### config.mk
export PLATFORM = sky130hd
export DESIGN_NAME = sac_top
export DESIGN_NICKNAME = d
export VERILOG_FILES = /design/src/hdl/sac_pkg.sv /design/src/hdl/sac_tad_gen.sv /design/src/hdl/sac_sar.sv /design/src/hdl/sac_top.sv
export SDC_FILE = /design/constraint.sdc
export NUM_CORES = 1
export LEC_CHECK = 0
export BUFFER_PORTS_ARGS = -buffer_cell sky130_fd_sc_hd__buf_2
export CORE_ASPECT_RATIO = 0.5
export CORE_MARGIN = 8
export CORE_UTILIZATION = 45
export CTS_CLUSTER_DIAMETER = 60
export DETAILED_ROUTE_END_ITERATION = 6
export MAX_ROUTING_LAYER = met4
export PLACE_DENSITY = 0.66
export SLEW_MARGIN = 20
export SYNTH_ARGS = -nofsm -noshare
export SYNTH_HDL_FRONTEND = slang
export SYNTH_SLANG_ARGS = --single-unit
export TNS_END_PERCENT = 10
### constraint.sdc
create_clock -name MCLK -period 4.8 [get_ports MCLK]
set_input_delay 0.24 -clock MCLK [delete_from_list [all_inputs] [get_ports MCLK]]
set_output_delay 0.24 -clock MCLK [all_outputs]
set_load 0.1 [all_outputs]
### src/hdl/sac_pkg.sv
package sac_pkg;
    // ****************************************
    // Register map (byte addresses)
    // ****************************************
    localparam logic [7:0] CTRL_OFFS = 8'h00;
    localparam logic [7:0] PINREF_OFFS = 8'h04;
    localparam logic [7:0] TIMFMT_OFFS = 8'h08;
    localparam logic [7:0] RESULT_OFFS = 8'h0C;
    localparam logic [7:0] STATUS_OFFS = 8'h10;

    // ****************************************
    // Field positions
    // ****************************************
    localparam int CTRL_ON_BIT = 0;
    localparam int CTRL_GO_BIT = 1;
    localparam int CTRL_CHAN_LSB = 2;
    localparam int REF_NEG_BIT = 5;
    localparam int REF_POS_BIT = 4;
    localparam int JUSTIFY_BIT = 7;
    localparam int ACQ_LSB = 3;
    localparam int STAT_DONE_BIT = 0;

    // ****************************************
    // Reset values and masks
    // ****************************************
    localparam logic [7:0] CTRL_RST = 8'h00;
    localparam logic [7:0] PINREF_RST = 8'h00;
    localparam logic [7:0] TIMFMT_RST = 8'h00;
    localparam logic [7:0] PINREF_MASK = 8'h3F;
    localparam logic [7:0] TIMFMT_MASK = 8'hBF;
    localparam logic [7:0] CTRL_MASK = 8'h3F;

    // ****************************************
    // Timing: conversion and gap in bit periods, RC divider and start delay in clocks
    // ****************************************
    localparam logic [4:0] CONV_BITS = 5'h0B;
    localparam logic [4:0] GAP_BITS = 5'h02;
    localparam logic [5:0] RC_DIV = 6'h20;
    localparam logic [2:0] RC_START_DELAY = 3'h4;

    typedef enum logic [2:0] {SAC_IDLE, SAC_START, SAC_ACQ, SAC_CONV, SAC_GAP} sac_state_t;
endpackage

### src/hdl/sac_tad_gen.sv
`timescale 1ns/1ns
// ****************************************
// Conversion bit period tick generator
// ****************************************
module sac_tad_gen (
    // Clock and control
    input wire logic clk,
    input wire logic rst,
    input wire logic ce,
    input wire logic run,
    // Divider select
    input wire logic [2:0] sel,
    // Tick out
    output logic tick
);
    logic [6:0] cnt_reg;
    logic [6:0] div;

    // Decode divider; both RC codes use the slow internal divider
    // Periods under six clocks outrun the synchronised comparator loop, so software must pick a longer one
    always_comb begin
        unique case (sel)
            3'h0: div = 7'h02;
            3'h1: div = 7'h08;
            3'h2: div = 7'h20;
            3'h4: div = 7'h04;
            3'h5: div = 7'h10;
            3'h6: div = 7'h40;
            default: div = {1'b0, sac_pkg::RC_DIV};
        endcase
    end

    // Count up one period; restarts whenever the sequence stops
    always_ff @(posedge clk) begin
        if (rst || !run) begin
            cnt_reg <= 7'h00;
            tick <= 1'b0;
        end else if (ce) begin
            tick <= (cnt_reg == div - 7'h01);
            cnt_reg <= (cnt_reg == div - 7'h01) ? 7'h00 : cnt_reg + 7'h01;
        end
    end
endmodule

### src/hdl/sac_sar.sv
`timescale 1ns/1ns
// ****************************************
// Successive approximation register
// ****************************************
module sac_sar #(
    parameter int W = 10
) (
    // Clock and control
    input wire logic clk,
    input wire logic rst,
    input wire logic ce,
    input wire logic start,
    input wire logic step,
    // Comparator from the held sample
    input wire logic cmp_hi,
    // Trial code and result
    output logic [W-1:0] trial,
    output logic [W-1:0] code
);
    logic [W-1:0] mask_reg;

    // One bit decided per step, most significant first
    always_ff @(posedge clk) begin
        if (rst) begin
            mask_reg <= '0;
            trial <= '0;
            code <= '0;
        end else if (ce) begin
            if (start) begin
                mask_reg <= {1'b1, {(W-1){1'b0}}};
                trial <= {1'b1, {(W-1){1'b0}}};
                code <= '0;
            end else if (step && mask_reg != '0) begin
                code <= cmp_hi ? (code | mask_reg) : code;
                mask_reg <= mask_reg >> 1;
                trial <= (cmp_hi ? (code | mask_reg) : code) | (mask_reg >> 1);
            end
        end
    end
endmodule

### src/hdl/sac_top.sv
`timescale 1ns/1ns
// Operation
// - Negative reference from channel two or ground
// - Positive reference from channel three or supply
// - Pin field turns channels digital from top
// - Justify bit chooses right or left format
// - Acquisition field picks 0..20 bit periods
// - Clock field picks divider or internal RC
// - RC clock source adds start delay
// - Converts during sleep only on RC clock
// - Completion loads result, clears go, flags
// - Reset clears registers and aborts conversion
// - Result pair not initialised by reset
// - Programmed acquisition then automatic conversion start
// - Two bit periods wait after conversion
// - Unimplemented bits read as zero
// - Result by successive approximation of sample
// - Conversion lasts eleven bit periods
// - Go bit reads one while converting
// - Clearing go aborts, result kept
module sac_top (
    // Clock, reset, enable
    input wire logic MCLK,
    input wire logic SYS_RST,
    input wire logic CE,
    // APB slave
    input wire logic PSEL,
    input wire logic PENABLE,
    input wire logic PWRITE,
    input wire logic [7:0] PADDR,
    input wire logic [31:0] PWDATA,
    output logic [31:0] PRDATA,
    output logic PREADY,
    output logic PSLVERR,
    // Analog front end
    input wire logic CMP_HI,
    input wire logic SLEEPING,
    output logic [9:0] DAC_CODE,
    output logic SAMPLE_EN,
    output logic [3:0] CHANNEL,
    output logic [15:0] ANALOG_PINS,
    output logic VREF_NEG_PIN,
    output logic VREF_POS_PIN,
    output logic DONE_PULSE
);
    // ****************************************
    // Registers
    // ****************************************
    logic [7:0] ctrl_reg;
    logic [7:0] pinref_reg;
    logic [7:0] timfmt_reg;
    logic [15:0] result_reg;
    logic done_flag_reg;
    sac_pkg::sac_state_t state_reg;
    logic [4:0] bit_cnt_reg;
    logic [2:0] dly_reg;
    logic cmp_s1, cmp_s2, cmp_s3, cmp_hi;
    logic slp_s1, slp_s2, slp_s3, sleep_q;
    logic wr, rd, tick, run, sar_start, sar_step, finish;
    logic [9:0] trial, code;
    logic [4:0] acq_bits;
    logic is_rc;

    assign wr = PSEL && PENABLE && PWRITE;
    assign rd = PSEL && PENABLE && !PWRITE;
    assign is_rc = timfmt_reg[1:0] == 2'b11;
    // Sleep halts the oscillator clock; only RC keeps converting
    // The RC start delay keeps the bit period divider parked, so the conversion clock starts late
    assign run = (state_reg != sac_pkg::SAC_IDLE) && !(state_reg == sac_pkg::SAC_START && dly_reg != 3'h0)
        && (!sleep_q || is_rc);
    assign finish = state_reg == sac_pkg::SAC_CONV && tick && bit_cnt_reg == sac_pkg::CONV_BITS - 5'h01;

    // ****************************************
    // Pin synchronisers, second and third must agree
    // ****************************************
    always_ff @(posedge MCLK) begin
        if (SYS_RST) begin
            {cmp_s1, cmp_s2, cmp_s3, cmp_hi} <= 4'h0;
            {slp_s1, slp_s2, slp_s3, sleep_q} <= 4'h0;
        end else if (CE) begin
            cmp_s1 <= CMP_HI;
            cmp_s2 <= cmp_s1;
            cmp_s3 <= cmp_s2;
            slp_s1 <= SLEEPING;
            slp_s2 <= slp_s1;
            slp_s3 <= slp_s2;
            if (cmp_s2 == cmp_s3) cmp_hi <= cmp_s3;
            if (slp_s2 == slp_s3) sleep_q <= slp_s3;
        end
    end

    // Acquisition time decode
    always_comb begin
        unique case (timfmt_reg[5:3])
            3'h0: acq_bits = 5'd0;
            3'h1: acq_bits = 5'd2;
            3'h2: acq_bits = 5'd4;
            3'h3: acq_bits = 5'd6;
            3'h4: acq_bits = 5'd8;
            3'h5: acq_bits = 5'd12;
            3'h6: acq_bits = 5'd16;
            3'h7: acq_bits = 5'd20;
        endcase
    end

    sac_tad_gen u_tad (
        .clk(MCLK),
        .rst(SYS_RST),
        .ce(CE),
        .run(run),
        .sel(timfmt_reg[2:0]),
        .tick(tick)
    );

    sac_sar #(.W(10)) u_sar (
        .clk(MCLK),
        .rst(SYS_RST),
        .ce(CE),
        .start(sar_start),
        .step(sar_step),
        .cmp_hi(cmp_hi),
        .trial(trial),
        .code(code)
    );

    assign sar_start = state_reg != sac_pkg::SAC_CONV && run && (state_reg == sac_pkg::SAC_START
        ? (dly_reg == 3'h0 && acq_bits == 5'd0) : (state_reg == sac_pkg::SAC_ACQ && tick
        && bit_cnt_reg == acq_bits - 5'h01));
    assign sar_step = state_reg == sac_pkg::SAC_CONV && tick && bit_cnt_reg != 5'h00;

    // ****************************************
    // Conversion sequencer
    // ****************************************
    always_ff @(posedge MCLK) begin
        if (SYS_RST) begin
            state_reg <= sac_pkg::SAC_IDLE;
            bit_cnt_reg <= 5'h00;
            dly_reg <= 3'h0;
        end else if (CE) begin
            unique case (state_reg)
                sac_pkg::SAC_IDLE: begin
                    // Same terms as the go bit itself, so a start never runs with go low
                    if (wr && PADDR == sac_pkg::CTRL_OFFS && PWDATA[sac_pkg::CTRL_GO_BIT]
                        && PWDATA[sac_pkg::CTRL_ON_BIT] && ctrl_reg[sac_pkg::CTRL_ON_BIT]) begin
                        state_reg <= sac_pkg::SAC_START;
                        // RC source waits four cycles so a sleep can begin first
                        dly_reg <= is_rc ? sac_pkg::RC_START_DELAY : 3'h0;
                        bit_cnt_reg <= 5'h00;
                    end
                end
                sac_pkg::SAC_START: begin
                    if (dly_reg != 3'h0) dly_reg <= dly_reg - 3'h1;
                    else if (run) state_reg <= acq_bits == 5'd0 ? sac_pkg::SAC_CONV : sac_pkg::SAC_ACQ;
                end
                sac_pkg::SAC_ACQ: begin
                    if (tick) begin
                        bit_cnt_reg <= bit_cnt_reg + 5'h01;
                        if (bit_cnt_reg == acq_bits - 5'h01) begin
                            state_reg <= sac_pkg::SAC_CONV;
                            bit_cnt_reg <= 5'h00;
                        end
                    end
                end
                sac_pkg::SAC_CONV: begin
                    if (tick) begin
                        bit_cnt_reg <= bit_cnt_reg + 5'h01;
                        if (finish) begin
                            state_reg <= sac_pkg::SAC_GAP;
                            bit_cnt_reg <= 5'h00;
                        end
                    end
                end
                sac_pkg::SAC_GAP: begin
                    // Sampling resumes here; a new go is refused until idle
                    if (tick) begin
                        bit_cnt_reg <= bit_cnt_reg + 5'h01;
                        if (bit_cnt_reg == sac_pkg::GAP_BITS - 5'h01) state_reg <= sac_pkg::SAC_IDLE;
                    end
                end
            endcase
            // Software abort or module off
            if (state_reg inside {sac_pkg::SAC_START, sac_pkg::SAC_ACQ, sac_pkg::SAC_CONV} && wr
                && PADDR == sac_pkg::CTRL_OFFS
                && (!PWDATA[sac_pkg::CTRL_GO_BIT] || !PWDATA[sac_pkg::CTRL_ON_BIT])) begin
                state_reg <= sac_pkg::SAC_GAP;
                bit_cnt_reg <= 5'h00;
            end
        end
    end

    // ****************************************
    // Control registers
    // ****************************************
    always_ff @(posedge MCLK) begin
        if (SYS_RST) begin
            ctrl_reg <= sac_pkg::CTRL_RST;
            pinref_reg <= sac_pkg::PINREF_RST;
            timfmt_reg <= sac_pkg::TIMFMT_RST;
        end else if (CE) begin
            if (wr && PADDR == sac_pkg::PINREF_OFFS) pinref_reg <= PWDATA[7:0] & sac_pkg::PINREF_MASK;
            if (wr && PADDR == sac_pkg::TIMFMT_OFFS) timfmt_reg <= PWDATA[7:0] & sac_pkg::TIMFMT_MASK;
            if (wr && PADDR == sac_pkg::CTRL_OFFS) begin
                ctrl_reg <= PWDATA[7:0] & sac_pkg::CTRL_MASK;
                // Go only sticks when the module is already on
                ctrl_reg[sac_pkg::CTRL_GO_BIT] <= PWDATA[sac_pkg::CTRL_GO_BIT] && PWDATA[sac_pkg::CTRL_ON_BIT]
                    && ctrl_reg[sac_pkg::CTRL_ON_BIT] && state_reg != sac_pkg::SAC_GAP;
            end else if (finish) begin
                ctrl_reg[sac_pkg::CTRL_GO_BIT] <= 1'b0;
            end
        end
    end

    // Done pulse and done flag; completion beats a software clear
    always_ff @(posedge MCLK) begin
        if (SYS_RST) begin
            done_flag_reg <= 1'b0;
            DONE_PULSE <= 1'b0;
        end else if (CE) begin
            DONE_PULSE <= finish;
            if (finish) done_flag_reg <= 1'b1;
            else if (wr && PADDR == sac_pkg::STATUS_OFFS && PWDATA[sac_pkg::STAT_DONE_BIT]) done_flag_reg <= 1'b0;
        end
    end

    // No reset here: the result survives reset and is undefined at power-on
    always_ff @(posedge MCLK) begin
        if (CE) begin
            if (finish) begin
                // Last bit decided on this tick is folded in directly
                result_reg <= timfmt_reg[sac_pkg::JUSTIFY_BIT]
                    ? {6'h00, code | (cmp_hi ? 10'h001 : 10'h000)}
                    : {code | (cmp_hi ? 10'h001 : 10'h000), 6'h00};
            end else if (wr && PADDR == sac_pkg::RESULT_OFFS) begin
                result_reg <= PWDATA[15:0];
            end
        end
    end

    // ****************************************
    // Analog side outputs
    // ****************************************
    always_ff @(posedge MCLK) begin
        if (SYS_RST) begin
            DAC_CODE <= 10'h000;
            SAMPLE_EN <= 1'b0;
            CHANNEL <= 4'h0;
            ANALOG_PINS <= 16'hFFFF;
            VREF_NEG_PIN <= 1'b0;
            VREF_POS_PIN <= 1'b0;
        end else if (CE) begin
            DAC_CODE <= trial;
            SAMPLE_EN <= ctrl_reg[sac_pkg::CTRL_ON_BIT] && state_reg != sac_pkg::SAC_CONV;
            CHANNEL <= ctrl_reg[5:2];
            // Code n makes the top n+1 channels digital, code 0 none
            ANALOG_PINS <= pinref_reg[3:0] == 4'h0 ? 16'hFFFF
                : (16'hFFFF >> (5'd1 + {1'b0, pinref_reg[3:0]}));
            VREF_NEG_PIN <= pinref_reg[sac_pkg::REF_NEG_BIT];
            VREF_POS_PIN <= pinref_reg[sac_pkg::REF_POS_BIT];
        end
    end

    // ****************************************
    // APB read port, zero wait states
    // ****************************************
    always_ff @(posedge MCLK) begin
        if (SYS_RST) begin
            PRDATA <= 32'h0000_0000;
            PREADY <= 1'b0;
            PSLVERR <= 1'b0;
        end else if (CE) begin
            PREADY <= PSEL && !PENABLE;
            PSLVERR <= PSEL && !PENABLE && !(PADDR inside {sac_pkg::CTRL_OFFS, sac_pkg::PINREF_OFFS,
                sac_pkg::TIMFMT_OFFS, sac_pkg::RESULT_OFFS, sac_pkg::STATUS_OFFS});
            PRDATA <= 32'h0000_0000;
            if (PSEL && !PENABLE && !PWRITE) begin
                unique case (PADDR)
                    sac_pkg::CTRL_OFFS: PRDATA <= {24'h0, ctrl_reg};
                    sac_pkg::PINREF_OFFS: PRDATA <= {24'h0, pinref_reg};
                    sac_pkg::TIMFMT_OFFS: PRDATA <= {24'h0, timfmt_reg};
                    sac_pkg::RESULT_OFFS: PRDATA <= {16'h0, result_reg};
                    sac_pkg::STATUS_OFFS: PRDATA <= {31'h0, done_flag_reg};
                    default: PRDATA <= 32'h0000_0000;
                endcase
            end
        end
    end
endmodule

==> metrics.yaml, run 1 <==
status: "finished clean"
yosysTopAreaCell: "dfxtp_1"
stdcell_count: 999
min_path_type: "in -> reg"
io_pins: 116
crit_fanout: 32
ant_nets: 0
cts_setup_buffers: 0
overflow: 0
cp-start-kind: "register"
gr-usage-all-layers: 0.172
synth_cells: 726
cts_made_buffers: 17
ctsHtreeMaxLevel: 4
pwr-share-comb: 0.064
avgSynthCellArea_um2: 9.28
clock_sinks: 149
yosysWarnings: 0
viasPerCell: 5.39
fmax_mhz: 338
grt_pass1_vias: 5070
dp.cells: 966
finalSetupTns_ns: 0
synth_top_area_frac: 0.395
antenna_cells: 0
wl_um: 16300
synth_area_um2: 6740
slew_headroom: 0.355
worstMarginPinSlew_ns: 0.954
synth_ff_type: "dfxtp_1"
finalSetupViolations: 0
rsz0062_at_grt: "no"
irDropWorstVdd_uv: 184
ctsHoldBuffers: 0
max-cap-violations: 0
grt_pass1_wl_um: 26100
p_int_uw: 2080
core_area_um2: 14500
clock_power_share: 0.481
row_count: 31
nNetsFinal: 844
crit_required_ns: 4.93
pwr-share-seq: 0.455
synth_cell_types: 61
fin_crit_sh: 0.617
synth.most_common_cell: "dfxtp_1"
dr.first_iter.drc_count: 392
total_power_uw: 2780
seq_area_frac_synth: 0.467
drt-pass1-iter-count: 5
syn2layout_area_growth_pct: 16.1
end_kind: "register"
clk_pin_slew_ns: 0.06
hold_path_depth: 3
r2r_cells: 5
switching_share: 0.254
ys_seq_elements: 149
power_density_nw_per_um2: 356
initial_core_util: 0.463
die_h_um: 103
layout-drive-gt1-share: 0.180
cts.path.max_buffers: 2
synth_area_leaders: "dfxtp_1 (40%), edfxtp_1 (7.1%), mux2i_1 (7.0%)"
synth_edf_count: 16
grt_max_degree: 52
drc: 0
p_leak_uw: 0.00347
path_class: "reg -> reg"
maxSlewViolCount: 0
clk-insertion-delay-late_ns: 0.42
cts_tree: "yes"
cts_resized: 0
finish.utilization: 0.538
fp.dieW_um: 189
grt_antenna_before_repair: 0
post_drt_wl_per_cell_um: 16.3
synthArstFlopShare: 0
vias: 5389
power_switching_uw: 707
hold_viol_final: 0
root_buffer: "clkbuf_16"
fin_skew_ns: 0.0145
synth_common_cells: "dfxtp_1 (133), nor2_1 (96), nand2_1 (61)"
place_congestion: 0.913
min_period_ns: 2.96
die_area_um2: 19400
arrival_ns: 3.10
dp_hpwl_um: 11500
port_buffers: 83
## final cells by class
type | instances | area [um^2]
well taps | 198 | 248
flip-flops and latches | 149 | 3140
repair buffers | 90 | 475
multi-input cells | 519 | 3320
inverters | 11 | 41.3
fillers | 1351 | 6720
clock inverters | 12 | 128
clock buffers | 20 | 468
## kinds of logic (layout without fill, tap and decap cells)
group	after synthesis	count (layout)	synth area share
buf+inv	73	133	0.0498
compound gates	163	163	0.172
fa+ha+maj	8	8	0.0149
xor+xnor	13	13	0.0189
other cells	1	16	0.000557
flops	149	149	0.467
mux	52	52	0.0866
simple gates	267	267	0.191
## power groups by stage
stage                     Combinational [uW]  Sequential [uW]  Clock [uW]
after floorplan                          122             1320           0
after global placement                   175             1290           0
after detailed placement                 177             1290           0
after CTS                                177             1270        1360
after global routing                     188             1270        1420
final                                    178             1270        1340
## critical path, stage by stage (launching register included)
cell and delay (ns):
dfxtp_1 0.45, ha_1 0.20, nor4bb_1 0.82, nand2_1 0.78, nand2_1 0.30, o21ai_0 0.11
## metrics by stage
| step | area [um^2] | setup slack (ns) | hold WS, ns |
|---|---|---|---|
| after global routing | 7820 | 1.48 | 0.0772 |
| final | 7820 | 1.84 | 0.0614 |
| after detailed placement | 7210 | 1.69 | 0.448 |
| after CTS | 7810 | 1.65 | 0.0507 |
| after global placement | 7210 | 1.72 | 0.440 |
| after floorplan | 6790 | 2.16 | 0.384 |
## final timing paths
path | slack [ns] | from | endpoint
max | 1.84 | bit_cnt_reg[1] | result_reg[9]
min | 0.06 | SLEEPING | slp_s1
max reg2reg | 1.84 | bit_cnt_reg[1] | result_reg[9]
min reg2reg | 0.46 | ANALOG_PINS[14] | ANALOG_PINS[14]
## layer usage
layer / vias to the layer above / track usage / routed length, um
met5: - / - / 0
met4: 0 / 0.0645 / 238
met3: 16 / 0.0344 / 846
met2: 132 / 0.270 / 7590
met1: 2556 / 0.219 / 7630
li1: 2685 / - / -
## cell usage in the layout, fill, tap and decap left out, types with 5 or more instances in the layout
master and n:
a32oi_1 5, dfxtp_1 133, nand2_1 61, ha_1 8, buf_4 6, a22oi_1 10
nand4_1 8, a21oi_1 34, o21ai_0 33, or3_1 12, a31oi_1 6, mux4_2 5
a211o_1 5, o221a_2 9, a21o_1 12, inv_6 6, conb_1 16, nor3b_1 5
o211a_1 19, xor2_1 6, nand3b_1 5, nor3_1 7, clkbuf_16 18, mux2i_1 47
nand2b_1 22, xnor2_1 6, nor2_1 96, buf_2 83, edfxtp_1 16, inv_1 11
nor2b_1 8, nand3_1 23
Power figures use the tool's default switching activity.
==> run 2, diff against run 1 <==
- clock period: 4.8 -> 2.89 ns (I/O delays scaled with it)
==> run 2 against run 1 <==
- count of clock-buffer cells in the layout decreased by 3
- clock power is 64% higher
- critical path depth rose by 1
- die area is the same
- wire length grew 2.6%
- final cell count up 1.8%
- register-to-register slack got worse by 1.3 ns
- via count is 2.8% higher
- non-clock buffer count grew 17
- critical path type unchanged
==> metrics.yaml, run 2 (synthesized netlist as in run 1, its figures left out) <==
io_pins: 116
cts_resized: 0
cts.path.max_buffers: 2
end_kind: "register"
fin_skew_ns: 0.0136
critPathTopFamily: "simple AND/OR/NAND/NOR gates"
switching_share: 0.277
postLayoutSetupSlackWorst_ns: 0.507
crit_required_ns: 3.23
p_leak_uw: 0.00354
crit_slowest_cell: "dfxtp_1"
grt_max_degree: 55
die_h_um: 103
critical_path.cell_chain: "nor2_1 -> a211o_1 -> or3_1 -> a21o_1 -> or4_1 -> a21oi_1"
fin_crit_sh: 0.825
port_buffers: 83
drc: 0
min_period_ns: 2.38
crit_path_max_incr_delay_ns: 0.54
post_drt_wl_per_cell_um: 16.4
clock_sinks: 149
overflow: 0
finalSetupTns_ns: 0
worstMarginPinSlew_ns: 0.902
ant_nets: 0
layout-drive-gt1-share: 0.191
power_switching_uw: 1270
cts_made_buffers: 17
cp-start-kind: "register"
hold_viol_final: 0
drt-pass1-iter-count: 5
status: "finished clean"
place_congestion: 0.842
maxSlewViolCount: 0
mostFrequentLayoutCells: "dfxtp_1 (133), nor2_1 (96), buf_2 (83)"
cp_num_buf_inv: 0
grt_pass1_wl_um: 27400
arrival_ns: 2.72
clk-insertion-delay-late_ns: 0.42
ctsHtreeMaxLevel: 4
nNetsFinal: 861
core_area_um2: 14500
row_count: 31
die_area_um2: 19400
crit_fanout: 12
root_buffer: "clkbuf_16"
pwr-share-comb: 0.066
syn2layout_area_growth_pct: 18.2
max-cap-violations: 0
total_power_uw: 4610
grt_antenna_before_repair: 1
grt_pass1_vias: 5285
cts_tree: "yes"
rsz0062_at_grt: "no"
vias: 5539
dr.first_iter.drc_count: 433
power_density_nw_per_um2: 579
clk_pin_slew_ns: 0.07
clock_power_share: 0.478
pwr-share-seq: 0.456
fp.dieW_um: 189
path_class: "reg -> reg"
viasPerCell: 5.45
irDropWorstVdd_uv: 346
slew_headroom: 0.398
dp_hpwl_um: 11800
finalSetupViolations: 0
fmax_mhz: 420
p_int_uw: 3330
mostFrequentLayoutCell: "dfxtp_1"
pre_cts_slack_ns: 0.525
wl_um: 16700
gr-usage-all-layers: 0.179
min_path_type: "in -> reg"
initial_core_util: 0.463
run 2: final cells by class:
type	instances	area (um^2)
Sequential cell	149	3140
Fill cell	1362	6580
Multi-Input combinational cell	519	3320
Inverter	11	41.3
Tap cell	198	248
Antenna cell	1	2.50
Clock inverter	15	175
Clock buffer	17	425
Timing Repair Buffer	107	611
run 2: worst paths after layout:
check / start / endpoint / slack [ns] / cells past startpoint
worst min-delay path: PWDATA[12] / result_reg[12] / 0.008 / 3
worst min register to register: ANALOG_PINS[14] / ANALOG_PINS[14] / 0.45 / 2
worst max register to register: state_reg[0] / bit_cnt_reg[0] / 0.51 / 6
worst max-delay path: state_reg[0] / bit_cnt_reg[0] / 0.51 / 6
run 2: metal layers:
metal | vias to the layer above | wire, um | GRT usage
li1 | 2729 | - | -
met1 | 2641 | 7830 | 0.226
met2 | 142 | 7820 | 0.287
met3 | 27 | 761 | 0.0348
met4 | 0 | 316 | 0.0615
met5 | - | 0 | -
run 2: timing repair:
action / in CTS / in global routing
endpoints found under the hold margin: 6 / 0
buffers inserted: 0 / 0
hold buffers: 6 / 0
run 2: worst reg2reg max path, stage by stage, from the launching register on:
cell	delay, ns
dfxtp_1	0.54
nor2_1	0.15
a211o_1	0.30
or3_1	0.46
a21o_1	0.24
or4_1	0.47
a21oi_1	0.13
run 2: power groups by stage:
stage	Combinational [uW]	Clock (uW)	Sequential, uW
after floorplan	203	0	2200
after global placement	294	0	2150
after detailed placement	296	0	2150
after CTS	305	2240	2100
after global routing	322	2340	2100
final	305	2200	2100
run 2: through the flow:
stage	hold WS [ns]	instances	utilization	area, um^2
2_1_floorplan	0.288	741	-	6790
3_3_place_gp	0.378	978	0.502	7300
3_5_place_dp	0.394	978	0.502	7300
4_1_cts	0.00361	1016	0.547	7960
5_1_grt	0.0142	1017	0.548	7960
6_report	0.00814	1017	0.548	7960
==> run 3, diff against run 2 <==
- clock period: 2.89 -> 2.3 ns (I/O delays scaled with it)
==> run 3 against run 2 <==
- combinational power rose by 30%
- count of clock-buffer cells in the layout is 1 higher
- critical endpoint is now state_reg[1]
- total power is 30% higher
- largest cell class unchanged
==> metrics.yaml, run 3 (synthesized netlist as in run 1, its figures left out) <==
drt-pass1-iter-count: 5
hold_viol_final: 0
die_h_um: 103
crit_required_ns: 2.59
core_area_um2: 14500
nNetsFinal: 880
clk_pin_slew_ns: 0.07
rr_endpoint: "state_reg[1]"
initial_core_util: 0.463
crit_cells: 9
port_buffers: 83
end_kind: "register"
p_leak_uw: 0.00365
critPathTopFamily: "simple AND/OR/NAND/NOR gates"
overflow: 0
status: "finished clean"
layout-drive-gt1-share: 0.204
crit_end: "state_reg[1]"
clock_sinks: 149
finalSetupViolations: 0
die_area_um2: 19400
stdcell_count: 1035
min_period_ns: 2.20
pre_cts_slack_ns: 0.0817
antenna_cells: 0
crit_slowest_cell: "dfxtp_1"
fin_crit_sh: 0.957
grt_antenna_before_repair: 0
critical_path.cell_chain: "inv_1 -> ha_1 -> xor2_1 -> nand3_1 -> o311ai_2 -> buf_4 -> and3_1 -> nor3_1 -> or3_1"
io_pins: 116
drc: 0
cts_tree: "yes"
power_density_nw_per_um2: 734
rsz0062_at_grt: "yes"
max-cap-violations: 0
hold_path_depth: 3
wl_um: 17000
min_path_type: "in -> reg"
path_class: "reg -> reg"
fin_skew_ns: 0.0113
clk-insertion-delay-late_ns: 0.42
irDropWorstVdd_uv: 572
postLayoutSetupSlackWorst_ns: 0.0999
dr.first_iter.drc_count: 438
mostFrequentLayoutCell: "dfxtp_1"
grt_pass1_wl_um: 27900
ctsHtreeMaxLevel: 4
reg2reg_from: "acq_bits[1]"
viasPerCell: 5.38
gr-usage-all-layers: 0.182
grt_max_degree: 45
place_congestion: 0.943
arrival_ns: 2.49
maxSlewViolCount: 0
crit_fanout: 5
grt_pass1_vias: 5410
crit_start: "acq_bits[1]"
slew_headroom: 0.549
regArea_um2: 3140
fmax_mhz: 455
crit_path_max_incr_delay_ns: 0.36
cp-start-kind: "register"
row_count: 31
cts_setup_buffers: 0
root_buffer: "clkbuf_16"
wl_met3_um: 853
r2r_setup_slack_ns: 0.1
multi_input_area_um2: 3330
vias: 5573
dr.max_layer_used: "met4"
cts.path.max_buffers: 2
cp_num_buf_inv: 2
met1_length_um: 7810
fp.dieW_um: 189
dp_hpwl_um: 12100
dp.cells: 992
wl_met2_um: 8290
r2r_cells: 9
nFillCells: 1277
ant_nets: 0
total_power_uw: 6000
cts_made_buffers: 17
worstMarginPinSlew_ns: 0.677
syn2layout_area_growth_pct: 21.3
post_drt_wl_per_cell_um: 16.5
finish.utilization: 0.561
mostFrequentLayoutCells: "dfxtp_1 (133), nor2_1 (96), buf_2 (83)"
[run 3: changes by cell type in the layout (fill, tap and decap cells not counted), moves of 2 or more]
cell           previous run  this run
buf_4                    18        31
dlygate4sd3_1             6        11
clkinv_8                  4         1
bufinv_16                 0         2
[run 3: worst min-delay path by stage]
stage / to / slack [ns] / start
6_report: result_reg[14] / 0.01 / PWDATA[14]
2_1_floorplan: pinref_reg[0] / 0.26 / PWDATA[0]
3_5_place_dp: slp_s1 / 0.36 / SLEEPING
4_1_cts: result_reg[14] / 0.006 / PWDATA[14]
5_1_grt: result_reg[14] / 0.02 / PWDATA[14]
3_3_place_gp: slp_s1 / 0.35 / SLEEPING
[run 3: layer usage]
layer	vias to the layer above	global-route usage
met5	-	-
met3	9	0.0395
met1	2680	0.232
li1	2771	-
met4	0	0.0412
met2	113	0.294
[run 3: through the flow]
stage	cell area, um^2	TNS (ns)	hold WS, ns
final	8170	0	0.0149
after global routing	8170	-0.0273	0.0160
after CTS	8160	0	0.00570
after detailed placement	7420	0	0.363
after global placement	7420	0	0.351
after floorplan	6800	-0.0514	0.259
[run 3: timing repair]
item | CTS | global route
hold buffers | 11 | 0
gates resized for setup | 0 | 2
setup endpoints to repair | 0 | 6
endpoints found under the hold margin | 11 | 0
[run 3: where the power goes]
group          total (uW)  internal [uW]  leakage (uW)  switching [uW]
Clock                2960           1720      0.000309            1240
Sequential           2640           2630       0.00122            6.44
Combinational         395           91.2       0.00213             304
Total                6000           4450       0.00365            1550
[run 3: cell type report]
class,count,share of cell area
clock inverters,14,0.0221
clock buffers,18,0.0552
multi-input cells,519,0.407
inverters,11,0.00506
well taps,198,0.0303
repair buffers,126,0.0953
flip-flops and latches,149,0.385
[run 3: tightest hold or removal path: stages]
cell	delay, ns
buf_2	0.09
nand2_1	0.05
o21ai_0	0.07
